File: src/common/vpic_consts.vh
// constants of the vectored priority interrupt controller
`ifndef VPIC_CONSTS_VH
`define VPIC_CONSTS_VH

// register byte offsets inside the 4 KiB window
`define VPIC_BASE_HI        20'hfffff
`define VPIC_OFS_SMR        12'h000
`define VPIC_OFS_SVR        12'h080
`define VPIC_OFS_NVEC       12'h100
`define VPIC_OFS_FVEC       12'h104
`define VPIC_OFS_CURNUM     12'h108
`define VPIC_OFS_PEND       12'h10c
`define VPIC_OFS_MASK       12'h110
`define VPIC_OFS_CORE       12'h114
`define VPIC_OFS_ENA        12'h120
`define VPIC_OFS_DIS        12'h124
`define VPIC_OFS_CLR        12'h128
`define VPIC_OFS_SET        12'h12c
`define VPIC_OFS_EOI        12'h130
`define VPIC_OFS_SPUR       12'h134
`define VPIC_OFS_FFEN       12'h140
`define VPIC_OFS_FFDIS      12'h144
`define VPIC_OFS_FFSTAT     12'h148

// source mode fields
`define VPIC_PRIO_LSB       0
`define VPIC_PRIO_MSB       2
`define VPIC_EDGE_BIT       5
`define VPIC_POL_BIT        6
`define VPIC_SMR_W          7

// sizes and reset values
`define VPIC_NSRC           32
`define VPIC_STACK_DEPTH    4'h8
`define VPIC_RST_WORD       32'h0000_0000
`define VPIC_RST_SMR        7'h00
`define VPIC_RST_NUM        5'h00
`define VPIC_RST_LVL        3'h0
`define VPIC_RST_CNT        4'h0
`define VPIC_ONE_CNT        4'h1
`define VPIC_HTRANS_NONSEQ  1
`define VPIC_HRESP_OKAY     1'b0

`endif

File: src/verilog/vpic_vec_mem.v
// handler vector store, 32 words with registered read
`timescale 1ns/1ps
`default_nettype none
`include "vpic_consts.vh"

module vpic_vec_mem (
  input  wire        hclk,
  input  wire        hresetn,
  input  wire        wr_en,
  input  wire [4:0]  wr_idx,
  input  wire [31:0] wr_data,
  input  wire [4:0]  rd_idx,
  output reg  [31:0] rd_data_ff
);

  reg [31:0] mem [0:31];

  always @(posedge hclk) begin
    if (wr_en) begin
      mem[wr_idx] <= wr_data;
    end
  end

  always @(posedge hclk or negedge hresetn) begin
    if (!hresetn) begin
      rd_data_ff <= `VPIC_RST_WORD;
    end else begin
      rd_data_ff <= mem[rd_idx];
    end
  end

endmodule // vpic_vec_mem

`default_nettype wire

File: src/verilog/vpic_stack.v
// eight-entry stack of saved interrupt number and level
`timescale 1ns/1ps
`default_nettype none
`include "vpic_consts.vh"

module vpic_stack (
  input  wire       hclk,
  input  wire       hresetn,
  input  wire       push,
  input  wire       pop,
  input  wire [4:0] push_num,
  input  wire [2:0] push_lvl,
  output wire [4:0] top_num,
  output wire [2:0] top_lvl,
  output wire       empty
);

  reg [7:0] ent [0:7];
  reg [3:0] cnt_ff;
  wire [2:0] top_idx = cnt_ff[2:0] - 3'h1;

  assign empty   = (cnt_ff == `VPIC_RST_CNT);
  assign top_num = ent[top_idx][7:3];
  assign top_lvl = ent[top_idx][2:0];

  always @(posedge hclk) begin
    if (push && cnt_ff != `VPIC_STACK_DEPTH) begin
      ent[cnt_ff[2:0]] <= {push_num, push_lvl};
    end
  end

  always @(posedge hclk or negedge hresetn) begin
    if (!hresetn) begin
      cnt_ff <= `VPIC_RST_CNT;
    end else if (push && cnt_ff != `VPIC_STACK_DEPTH) begin
      cnt_ff <= cnt_ff + `VPIC_ONE_CNT;
    end else if (pop && !empty) begin
      cnt_ff <= cnt_ff - `VPIC_ONE_CNT;
    end
  end

endmodule // vpic_stack

`default_nettype wire

File: src/verilog/vpic_top.v
// vectored priority interrupt controller with AHB-Lite register slave
`timescale 1ns/1ps
`default_nettype none
`include "vpic_consts.vh"

// What this block does
// - enable and disable commands set and clear mask bits, mask readable
// - masked sources never take part in selection or request
// - set and clear commands force or clear edge latches
// - set and clear commands ignored for level sources
// - normal vector read clears edge latch of the chosen source only
// - no automatic clear for fast-forced sources
// - source 0 latch cleared by fast vector read
// - pending register shows live activity, masked or not
// - status register returns current interrupt number
// - core status register mirrors both request lines
// - eight-level controller drives normal line from sources 1 to 31, not forced
// - priority 7 highest to 0 lowest from source mode field
// - normal line asserts when enabled source meets its trigger condition
// - current interrupt chosen at vector read, which marks acceptance
// - equal priority ties go to lowest source number
// - current level equals current interrupt priority
// - in service, only strictly higher priority asserts the line
// - nesting pushes interrupted number and level, end-of-interrupt restores
// - stack holds eight entries
// - vector read returns stored vector of selected interrupt
// - normal vector register sits at absolute address 0xfffff100
// - normal vector read deasserts normal line
// - after pop, higher pending source reasserts line
module vpic_top (
  input  wire        hclk,
  input  wire        hresetn,
  input  wire        hsel,
  input  wire [31:0] haddr,
  input  wire [1:0]  htrans,
  input  wire        hwrite,
  input  wire [2:0]  hsize,
  input  wire [31:0] hwdata,
  input  wire        hready,
  output wire        hreadyout,
  output wire        hresp,
  output wire [31:0] hrdata,
  input  wire [31:0] irq_src,
  output reg         normal_req_n,
  output reg         fast_req_n
);

  // ----------------------------------------------------------------
  // state
  // ----------------------------------------------------------------
  reg  [6:0]  smr_ff [0:31];
  reg  [31:0] irq_mask_reg_ff;
  reg  [31:0] edge_latch_ff;
  reg  [31:0] src_prev_ff;
  reg  [31:0] ffrc_ff;
  reg  [31:0] spur_ff;
  reg  [4:0]  cur_num_ff;
  reg  [2:0]  cur_lvl_ff;
  reg         in_svc_ff;
  reg  [31:0] rd_reg_ff;
  reg         rd_mem_ff;
  reg         wr_ff;
  reg  [11:0] waddr_ff;

  // ----------------------------------------------------------------
  // helpers
  // ----------------------------------------------------------------
  function [4:0] word_idx;
    input [11:0] ofs;
    begin
      word_idx = ofs[6:2];
    end
  endfunction

  function in_range;
    input [11:0] ofs;
    input [11:0] base;
    begin
      in_range = (ofs[11:7] == base[11:7]);
    end
  endfunction

  // ----------------------------------------------------------------
  // bus address phase
  // ----------------------------------------------------------------
  wire        hit   = hsel && hready && htrans[`VPIC_HTRANS_NONSEQ] &&
                      (haddr[31:12] == `VPIC_BASE_HI);
  wire        rd_go = hit && !hwrite;
  wire [11:0] aofs  = haddr[11:0];
  wire        nvec_rd = rd_go && (aofs == `VPIC_OFS_NVEC);
  wire        fvec_rd = rd_go && (aofs == `VPIC_OFS_FVEC);

  assign hreadyout = 1'b1;
  assign hresp     = `VPIC_HRESP_OKAY;

  wire        wr_cmd = wr_ff;
  wire [31:0] wbits  = hwdata;
  wire        w_ena   = wr_cmd && (waddr_ff == `VPIC_OFS_ENA);
  wire        w_dis   = wr_cmd && (waddr_ff == `VPIC_OFS_DIS);
  wire        w_clr   = wr_cmd && (waddr_ff == `VPIC_OFS_CLR);
  wire        w_set   = wr_cmd && (waddr_ff == `VPIC_OFS_SET);
  wire        w_eoi   = wr_cmd && (waddr_ff == `VPIC_OFS_EOI);
  wire        w_spur  = wr_cmd && (waddr_ff == `VPIC_OFS_SPUR);
  wire        w_ffen  = wr_cmd && (waddr_ff == `VPIC_OFS_FFEN);
  wire        w_ffdis = wr_cmd && (waddr_ff == `VPIC_OFS_FFDIS);
  wire        w_smr   = wr_cmd && in_range(waddr_ff, `VPIC_OFS_SMR);
  wire        w_svr   = wr_cmd && in_range(waddr_ff, `VPIC_OFS_SVR);

  // ----------------------------------------------------------------
  // source input stage
  // ----------------------------------------------------------------
  reg  [31:0] is_edge;
  reg  [31:0] act_lvl;
  reg  [31:0] pend;
  reg  [31:0] pol_bits;
  integer     i;
  integer     j;
  integer     m;
  integer     r;

  always @* begin
    for (i = 0; i < `VPIC_NSRC; i = i + 1) begin
      is_edge[i] = smr_ff[i][`VPIC_EDGE_BIT];
      act_lvl[i] = irq_src[i] ~^ smr_ff[i][`VPIC_POL_BIT];
      pol_bits[i] = smr_ff[i][`VPIC_POL_BIT];
    end
  end

  wire [31:0] pol_prev = ~(src_prev_ff ^ pol_bits);
  wire [31:0] edge_evt = is_edge & act_lvl & ~pol_prev;

  always @* begin
    pend = (is_edge & edge_latch_ff) | (~is_edge & act_lvl);
  end

  // ----------------------------------------------------------------
  // priority selection
  // ----------------------------------------------------------------
  wire [31:0] cand = pend & irq_mask_reg_ff & ~ffrc_ff & 32'hffff_fffe;
  reg  [4:0]  best_num;
  reg  [2:0]  best_lvl;
  reg         best_any;

  always @* begin
    best_num = `VPIC_RST_NUM;
    best_lvl = `VPIC_RST_LVL;
    best_any = 1'b0;
    // downward scan so ties land on the lowest number
    for (j = `VPIC_NSRC - 1; j > 0; j = j - 1) begin
      if (cand[j] && (!best_any ||
          smr_ff[j][`VPIC_PRIO_MSB:`VPIC_PRIO_LSB] >= best_lvl)) begin
        best_any = 1'b1;
        best_num = j[4:0];
        best_lvl = smr_ff[j][`VPIC_PRIO_MSB:`VPIC_PRIO_LSB];
      end
    end
  end

  // ----------------------------------------------------------------
  // nesting stack
  // ----------------------------------------------------------------
  wire       take   = nvec_rd && best_any;
  wire       push   = take && in_svc_ff;
  wire       pop    = w_eoi && in_svc_ff;
  wire [4:0] top_num;
  wire [2:0] top_lvl;
  wire       stk_empty;

  vpic_stack u_stack (
    .hclk     (hclk),
    .hresetn  (hresetn),
    .push     (push),
    .pop      (pop),
    .push_num (cur_num_ff),
    .push_lvl (cur_lvl_ff),
    .top_num  (top_num),
    .top_lvl  (top_lvl),
    .empty    (stk_empty)
  );

  always @(posedge hclk or negedge hresetn) begin
    if (!hresetn) begin
      cur_num_ff <= `VPIC_RST_NUM;
      cur_lvl_ff <= `VPIC_RST_LVL;
      in_svc_ff  <= 1'b0;
    end else if (take) begin
      cur_num_ff <= best_num;
      cur_lvl_ff <= best_lvl;
      in_svc_ff  <= 1'b1;
    end else if (pop) begin
      if (stk_empty) begin
        in_svc_ff  <= 1'b0;
      end else begin
        cur_num_ff <= top_num;
        cur_lvl_ff <= top_lvl;
      end
    end
  end

  // ----------------------------------------------------------------
  // edge latches, mask, fast forcing
  // ----------------------------------------------------------------
  reg [31:0] auto_clr;

  always @* begin
    auto_clr = `VPIC_RST_WORD;
    if (take && !ffrc_ff[best_num]) begin
      auto_clr[best_num] = 1'b1;
    end
    if (fvec_rd) begin
      auto_clr[0] = 1'b1;
    end
  end

  wire [31:0] sw_clr = w_clr ? wbits : `VPIC_RST_WORD;
  wire [31:0] sw_set = w_set ? wbits : `VPIC_RST_WORD;
  wire [31:0] nxt_edge_latch = is_edge &
    ((edge_latch_ff & ~(sw_clr | auto_clr)) | sw_set | edge_evt);

  always @(posedge hclk or negedge hresetn) begin
    if (!hresetn) begin
      edge_latch_ff   <= `VPIC_RST_WORD;
      src_prev_ff     <= `VPIC_RST_WORD;
      irq_mask_reg_ff <= `VPIC_RST_WORD;
      ffrc_ff         <= `VPIC_RST_WORD;
      spur_ff         <= `VPIC_RST_WORD;
    end else begin
      edge_latch_ff <= nxt_edge_latch;
      src_prev_ff   <= irq_src;
      if (w_ena || w_dis) begin
        irq_mask_reg_ff <= (irq_mask_reg_ff | (w_ena ? wbits : `VPIC_RST_WORD)) &
                           ~(w_dis ? wbits : `VPIC_RST_WORD);
      end
      if (w_ffen || w_ffdis) begin
        ffrc_ff <= ((ffrc_ff | (w_ffen ? wbits : `VPIC_RST_WORD)) &
                    ~(w_ffdis ? wbits : `VPIC_RST_WORD)) & 32'hffff_fffe;
      end
      if (w_spur) begin
        spur_ff <= wbits;
      end
    end
  end

  always @(posedge hclk or negedge hresetn) begin
    if (!hresetn) begin
      for (r = 0; r < `VPIC_NSRC; r = r + 1) begin
        smr_ff[r] <= `VPIC_RST_SMR;
      end
    end else if (w_smr) begin
      smr_ff[word_idx(waddr_ff)] <= wbits[`VPIC_SMR_W-1:0];
    end
  end

  // ----------------------------------------------------------------
  // request lines
  // ----------------------------------------------------------------
  reg  [31:0] hi_cand;

  always @* begin
    for (m = 0; m < `VPIC_NSRC; m = m + 1) begin
      hi_cand[m] = cand[m] && (!in_svc_ff ||
        smr_ff[m][`VPIC_PRIO_MSB:`VPIC_PRIO_LSB] > cur_lvl_ff);
    end
  end

  wire nxt_irq = |hi_cand && !take;
  wire nxt_fiq = (pend[0] && irq_mask_reg_ff[0]) ||
                 |(pend & irq_mask_reg_ff & ffrc_ff);

  always @(posedge hclk or negedge hresetn) begin
    if (!hresetn) begin
      normal_req_n <= 1'b1;
      fast_req_n   <= 1'b1;
    end else begin
      normal_req_n <= ~nxt_irq;
      fast_req_n   <= ~nxt_fiq;
    end
  end

  // ----------------------------------------------------------------
  // vector memory and read path
  // ----------------------------------------------------------------
  reg  [4:0]  mem_ridx;
  wire [31:0] mem_rdata;

  always @* begin
    if (nvec_rd) begin
      mem_ridx = best_num;
    end else if (fvec_rd) begin
      mem_ridx = `VPIC_RST_NUM;
    end else begin
      mem_ridx = word_idx(aofs);
    end
  end

  vpic_vec_mem u_vec (
    .hclk       (hclk),
    .hresetn    (hresetn),
    .wr_en      (w_svr),
    .wr_idx     (word_idx(waddr_ff)),
    .wr_data    (wbits),
    .rd_idx     (mem_ridx),
    .rd_data_ff (mem_rdata)
  );

  reg [31:0] nxt_rd_reg;
  reg        nxt_rd_mem;

  always @* begin
    nxt_rd_reg = `VPIC_RST_WORD;
    nxt_rd_mem = 1'b0;
    if (in_range(aofs, `VPIC_OFS_SMR)) begin
      nxt_rd_reg = {25'h0000000, smr_ff[word_idx(aofs)]};
    end else if (in_range(aofs, `VPIC_OFS_SVR) || aofs == `VPIC_OFS_FVEC) begin
      nxt_rd_mem = 1'b1;
    end else begin
      case (aofs)
        `VPIC_OFS_NVEC: begin
          nxt_rd_mem = best_any;
          nxt_rd_reg = spur_ff;                                       // no candidate
        end
        `VPIC_OFS_CURNUM: nxt_rd_reg = {27'h0000000, cur_num_ff};
        `VPIC_OFS_PEND:   nxt_rd_reg = pend;
        `VPIC_OFS_MASK:   nxt_rd_reg = irq_mask_reg_ff;
        `VPIC_OFS_CORE:   nxt_rd_reg = {30'h00000000, ~fast_req_n,
                                        ~normal_req_n};
        `VPIC_OFS_SPUR:   nxt_rd_reg = spur_ff;
        `VPIC_OFS_FFSTAT: nxt_rd_reg = ffrc_ff;
        default:          nxt_rd_reg = `VPIC_RST_WORD;
      endcase
    end
  end

  always @(posedge hclk or negedge hresetn) begin
    if (!hresetn) begin
      rd_reg_ff  <= `VPIC_RST_WORD;
      rd_mem_ff  <= 1'b0;
      wr_ff      <= 1'b0;
      waddr_ff   <= 12'h000;
    end else begin
      if (rd_go) begin
        rd_reg_ff  <= nxt_rd_reg;
        rd_mem_ff  <= nxt_rd_mem;
      end else if (rd_mem_ff) begin
        // freeze the memory word so hrdata stands until the next read
        rd_reg_ff  <= mem_rdata;
        rd_mem_ff  <= 1'b0;
      end
      wr_ff    <= hit && hwrite;
      waddr_ff <= aofs;
    end
  end

  assign hrdata = rd_mem_ff ? mem_rdata : rd_reg_ff;

endmodule // vpic_top

`default_nettype wire

File: config.mk
export PLATFORM = sky130hd
export DESIGN_NAME = vpic_top
export DESIGN_NICKNAME = d
export VERILOG_FILES = /design/src/verilog/vpic_vec_mem.v /design/src/verilog/vpic_stack.v /design/src/verilog/vpic_top.v
export VERILOG_INCLUDE_DIRS = /design/src /design/src/common
export SDC_FILE = /design/constraint.sdc
export NUM_CORES = 2
export LEC_CHECK = 0
export BUFFER_PORTS_ARGS = -buffer_cell sky130_fd_sc_hd__clkbuf_2
export CAP_MARGIN = 25
export CELL_PAD_IN_SITES_DETAIL_PLACEMENT = 2
export CELL_PAD_IN_SITES_GLOBAL_PLACEMENT = 2
export CORE_ASPECT_RATIO = 0.7
export CORE_MARGIN = 2
export CORE_UTILIZATION = 35
export DETAILED_ROUTE_END_ITERATION = 10
export GPL_ROUTABILITY_DRIVEN = 0
export PLACE_DENSITY = 0.61
export SYNTH_ARGS = -nofsm -noshare
export SYNTH_HDL_FRONTEND = slang
export SYNTH_SLANG_ARGS = --single-unit
File: constraint.sdc
create_clock -name hclk -period 62 [get_ports hclk]
set_clock_uncertainty 0.2 [all_clocks]
set_input_delay 6.2 -clock hclk [delete_from_list [all_inputs] [get_ports hclk]]
set_output_delay 6.2 -clock hclk [all_outputs]
set_load 0.01 [all_outputs]
# Word level (Yosys, flattened, before mapping)
# Memory sizes are Yosys's and may differ from the RTL's. A register that Yosys moved wholly into a read port is not among the register bits.
# Cells that the tools add are included.
# totals
register_bits,444
ramBits,1088
input_bits,106
output_inout_bits,36
mem_count,2
# memory_table
name,depth,width,read_ports,rd_clocked_by_memory_dff,write_ports,line_no,text
u_vec.mem,32,32,1,1,1,vpic_vec_mem.v:16,reg [31:0] mem [0:31];
u_stack.ent,8,8,1,0,1,vpic_stack.v:18,reg [7:0] ent [0:7];
# op_classes
addsub,3
n_lt_le_gt_ge,66
n_eq_ne,21
mux,137
n_bitwise,63
n_reduce_logical,200
# op_table
cell,count
32-bit bitwise AND,11
32-bit 2-to-1 mux,11
224-bit bitwise mux,1
32-bit inverter,7
12-bit by 9-bit equality test with 1-bit output (second input constant),16
32-bit OR,6
32-bit one-hot mux with 6 select lines,1
5-bit 2-to-1 mux,36
3-bit 2-to-1 mux,34
3-bit greater-than comparator,31
3-bit >= comparator,30
1-bit logical AND,88
1-bit logical OR,65
1-bit 2-to-1 mux,45
1-bit zero test,36
7-bit binary-select mux with 5-bit select,1
7-bit demux with 5-bit select,1
32-bit OR reduction,1
1-bit XNOR,32
32-bit XOR,1
31-bit OR reduction,1
7-bit 2-to-1 mux,3
20-bit equality test (second input constant),1
6-bit >= comparator (second input constant),2
19 further kinds,29

# Longest topological paths before layout
# depth
ltp_word,138
mapped_depth,245

# By module
# A second synthesis with hierarchy kept.
# unflattened
cells_unflattened,5245
area_unflattened_um2,72159.2
# by_module_without_submodules
module,n_inst,cells_per_inst,area_per_inst_um2
vpic_vec_mem,1,2260,40649.0
vpic_top,1,2845,28672.5
vpic_stack,1,140,2837.7

# Least setup slack after synthesis
# Ideal clock, no wire load.
# synth_path
path_type,input port to flip-flop
start,input port irq_src[31]
end,register u_vec.rd_data_ff[21] (read register of u_vec.mem)
setup_time_ns,0.096
arrival_ns,48.951
required_ns,61.704
setup_slack_ns,12.754
cell_stages,229
path_buffers,15
path_cell_list,xnor2_1 -> o2111ai_2 -> nor2_1 -> ha_1 -> nand2b_1 -> a211oi_1 -> o21a_1 -> nor3_1 -> or2_2 -> ha_1 -> nand2b_1 -> a21o_1 -> a221o_1 -> and2_4 -> o21a_1 -> ha_1 -> nand2b_1 -> a21o_1 -> (+193 left out) -> nand2_1 -> ha_1 -> nand2b_1 -> a21oi_1 -> nor2b_1 -> o31ai_1 -> nand2_1 -> a21oi_1 -> nand4_1 -> nor4_1 -> a41oi_1 -> a21boi_2 -> and3_1 -> clkbuf_1 -> buf_2 -> a221oi_1 -> a31oi_1 -> nor4_2
# synth_via
elab_chain_cells,127
word_cells_on_any_way,217
cone_classes,order compare: 30; mux: 92; bitwise: 5; reduce/logical: 90
# synth_rtl
item,line_no,text
from (decl),vpic_top.v:43,"input wire [31:0] irq_src,"
1-bit XNOR (*),vpic_top.v:124,act_lvl[i] = irq_src[i] ~^ smr_ff[i][`VPIC_POL_BIT];
32-bit bitwise AND (*),vpic_top.v:133,pend = (is_edge & edge_latch_ff) | (~is_edge & act_lvl);
32-bit OR (*),vpic_top.v:133,
32-bit bitwise AND (*) (2 in a row),vpic_top.v:139,wire [31:0] cand = pend & irq_mask_reg_ff & ~ffrc_ff & 32'hffff_fffe;
3-bit 2-to-1 mux / 1-bit 2-to-1 mux (equally long branches),vpic_top.v:150,if (cand[j] && (!best_any ||
3-bit >= comparator / 1-bit zero test (equally long branches),"vpic_top.v:151, vpic_top.v:150",
1-bit logical OR,vpic_top.v:150,
1-bit logical AND,vpic_top.v:150,
(+110 left out),--,
1-bit logical OR,vpic_top.v:150,
1-bit logical AND,vpic_top.v:150,
3-bit 2-to-1 mux / 1-bit 2-to-1 mux (equally long branches),vpic_top.v:150,
3-bit >= comparator / 1-bit zero test (equally long branches),"vpic_top.v:151, vpic_top.v:150",
1-bit logical OR,vpic_top.v:150,
1-bit logical AND,vpic_top.v:150,
5-bit 2-to-1 mux (*),vpic_top.v:150,
5-bit 2-to-1 mux (*),vpic_top.v:287,if (nvec_rd) begin
to (decl),vpic_vec_mem.v:13,output reg [31:0] rd_data_ff
# Mark *: on every way between the ends. The rest lies on a longest branch, timed or not.
# A chain may end at the register's enable or synchronous reset.

# Worst setup path in the final report
# layout_path
start,input port irq_src[31]
end,register u_vec.rd_data_ff[12] (read register of u_vec.mem)
# The elaborated chain is that of the path after synthesis.

==> metrics.md <==
| Metric | Value |
|---|---|
| Unique masters post-synth | `120` |
| Startpoint Class | `input pin` |
| Worst EP required | `62.41 ns` |
| Critical Path End Type | `flip-flop` |
| EDFF count, synth | `1088` |
| Category of cells accounting for the largest share of critical-path delay | `compound AO/OA/AOI/OAI gates` |
| Nets@finish | `6367` |
| Clk Latency, worst-skew pair | `0.84 ns` |
| Max stage delay on crit path | `0.75 ns` |
| Top-level port count | `142` |
| Biggest fanout along the worst timing path | `35` |
| Multi-input gate area in the final layout | `29090 µm²` |
| Vias | `54.37k` |
| Portion of synthesized cell area occupied by the leading cell type | `43.23%` |
| Clock transition at the register clock pins on the worst setup and hold paths after CTS | `0.07 ns` |
| Number of buffers inserted by post-CTS setup repair | `0` |
| Core occupancy in the finished layout | `39.97%` |
| Sequential area share after synthesis | `58.99%` |
| Fmax | `0.01725 GHz` |
| Number of fill cells in the layout | `21.62k` |
| Number of DRC markers after the initial detailed-route iteration | `4785` |
| Clock tree buffer depth | `4` |
| CTS Root Cell | `clkbuf_16` |
| Reported leakage power | `30.45 nW` |
| Main flop type after synthesis | `edfxtp_1` |
| #FFs+latches synth | `1564` |
| Register cell area after layout | `44590 µm²` |
| Remaining max-slew budget at the tightest pin | `20.82%` |
| Highest ir drop seen on vdd | `0.02283 mV` |
| Total clock sinks | `1564` |
| Leading area contributor after synthesis | `edfxtp_1` |
| Synthesized cell area | `75580 µm²` |
| Layout cells sized above 1 | `18.28%` |
| Final setup fails | `0` |
| Area grow syn2layout | `13.31%` |
| Crit Path Category | `input pin to flip-flop` |
| Vias per inst | `5.969` |
| Synth top area cells | `edfxtp_1, dfrtp_1, mux2_2, ha_1, mux4_2` |
| Area of the placeable core | `214300 µm²` |
| Pwr/cell area | `26.83 nW/µm²` |
| Clock period minus worst slack | `57.96 ns` |
| Critical Path Most Common Cell | `ha_1` |
| Tightest Pin Transition | `1.180 ns` |
| Die Span X | `559.4 µm` |
| Count of buffer and inverter cells on the critical path | `12` |
| Number of antenna violations at the first check in global routing | `21` |
| Hold Path Class | `flip-flop to flip-flop` |
| Overall routing resource usage | `26.24%` |
| Average wire per standard cell | `32.11 µm` |
| Crit path arrival time | `58.37 ns` |
| Number of CTS-inserted buffers | `171` |
| Count of final hold-check violations | `0` |
| Syn_nets | `6259` |
| Avg Cell Area, Syn | `12.62 µm²` |
| TritonRoute pass-1 iters | `5` |
| Number of rows created at floorplan | `142` |
| Total Wirelength | `292.5 mm` |
| Global-route wire length before repair | `421.5 mm` |
| Number of antenna-violating nets in the routed design | `0` |
| Total negative slack for setup checks | `0 ns` |
| Most frequently used cell type in the post-synthesis netlist | `edfxtp_1` |
| Maximum number of pins on one net before global-route repair | `149` |
| Gate count after technology mapping | `5988` |
| DRC viols | `0` |
| Slew Viols, Final | `0` |
| Area of the die | `219700 µm²` |
| Grt total ovfl | `0` |
| Tcrit/Tclk final | `93.49%` |
| RSZ-0062 raised after global routing | `false` |
| H-tree depth reported by CTS | `4` |
| Half-perimeter wire length after placement | `192.9 mm` |
| Async set-reset flop share out of synthesis | `30.43%` |
| Max capacitance violation total | `0` |
| Yosys warns | `0` |
| Number of global-route vias before repair | `57.03k` |
| Most common library cells after synthesis | `edfxtp_1, nand2_1, dfrtp_1` |
| Outcome | `complete, no violations` |
| Number of I/O port buffers | `135` |
| CTS tree | `done` |
| Slowest CP cell | `nor4_2` |
| Die height | `392.8 µm` |
| Starting density of the core | `35.27%` |
==> path summary, 6_finish.rpt <==
kind / cells past startpoint / to / slack [ns] / startpoint
setup / recovery: 219 / u_vec.rd_data_ff[12] / 4.04 / irq_src[31]
hold / removal: 1 / smr_ff[219] / 0.31 / smr_ff[219]
setup reg to reg: 218 / u_vec.rd_data_ff[12] / 9.12 / pol_bits[31]
hold reg to reg: 1 / smr_ff[219] / 0.31 / smr_ff[219]
max in group asynchronous: 4 / cur_lvl_ff[0] / 53.42 / hresetn
min in group asynchronous: 1 / src_prev_ff[26] / 5.15 / hresetn
==> state kept, by name, indices dropped and copies added, names as in the netlist <==
signal / cells
cur_lvl_ff: 3
cur_num_ff: 5
edge_latch_ff: 32
fast_req_n: 1
ffrc_ff: 31
in_svc_ff: 1
irq_mask_reg_ff: 32
is_edge: 32
normal_req_n: 1
pol_bits: 32
rd_mem_ff: 1
rd_reg_ff: 32
smr_ff: 160
spur_ff: 32
src_prev_ff: 32
u_stack.cnt_ff: 4
u_stack.ent: 64
u_vec.mem: 1024
u_vec.rd_data_ff: 32
waddr_ff: 12
wr_cmd: 1
==> per-stage QoR <==
stage	total power, W	cell area (µm²)	std cells	hold WS, ns	setup WS [ns]
final	0.002298	85630	9108	0.3071	4.035
after global routing	0.002371	85620	9101	0.3237	0.1514
after CTS	0.002320	85450	9092	0.3082	2.880
after detailed placement	0.001316	80180	8794	0.2920	2.301
after global placement	0.001310	80010	8779	0.2823	3.468
after floorplan	0.001238	75580	5988	0.2596	12.75
==> logic make-up (layout without fill, tap and decap cells) <==
family          after synthesis  in the layout  share of synthesized area, %
xor+xnor                     36             36                        0.4172
buf+inv                     596            829                         3.154
mux                         533            533                         9.074
flops                      1564           1564                         58.99
fa+ha+maj                   171            171                         2.821
other cells                   2              9                      0.009937
compound gates             1698           1698                         16.01
simple gates               1388           1388                         9.519
==> cells in the final DEF (no fill, tap or decap), types with 90 or more instances in the layout <==
cell type / netlist / routed
clkbuf_16: 0 / 174
inv_1: 214 / 214
nor2_1: 203 / 162
ha_1: 164 / 164
edfxtp_1: 1088 / 1088
a2111oi_0: 100 / 94
a211oi_1: 199 / 199
a21boi_0: 185 / 185
buf_4: 14 / 156
mux2i_1: 90 / 90
clkbuf_2: 0 / 124
o21ai_0: 283 / 283
nand2_1: 488 / 488
dfrtp_1: 474 / 472
a21oi_1: 274 / 271
mux2_2: 327 / 327
nand2b_1: 108 / 108
==> metal layers <==
layer / routed length (µm) / up-vias / GRT usage, %
met1: 145500 / 29410 / 40.34
met5: 29 / - / 0
met3: 14380 / 260 / 3.016
met4: 4669 / 4 / 4.744
li1: - / 23380 / -
met2: 127900 / 1309 / 39.88
==> layout make-up <==
type                       count  area share (%)
antenna                        7         0.02046
clock inverter                70          0.7028
sequential                  1564           52.07
tap                         2880           4.208
inverter                     216          0.9526
clock buffer                 228           5.450
timing repair buffer         315           2.631
multi-input combinational   3828           33.97
==> report_power, final <==
part	leakage (nW)	switching, W	total, W	internal [W]
Sequential	15.6	0.0000147	0.00115	0.00113
Clock	2.59	0.000435	0.00100	0.000569
Combinational	12.3	0.0000992	0.000146	0.0000472
Total	30.4	0.000549	0.00230	0.00175
==> timing repair <==
action / in CTS / in global routing
hold buffers: 0 / 0
resized for setup: 0 / 8
setup endpoints to repair: 0 / 32
No activity file was read; power rests on OpenSTA's default activity.
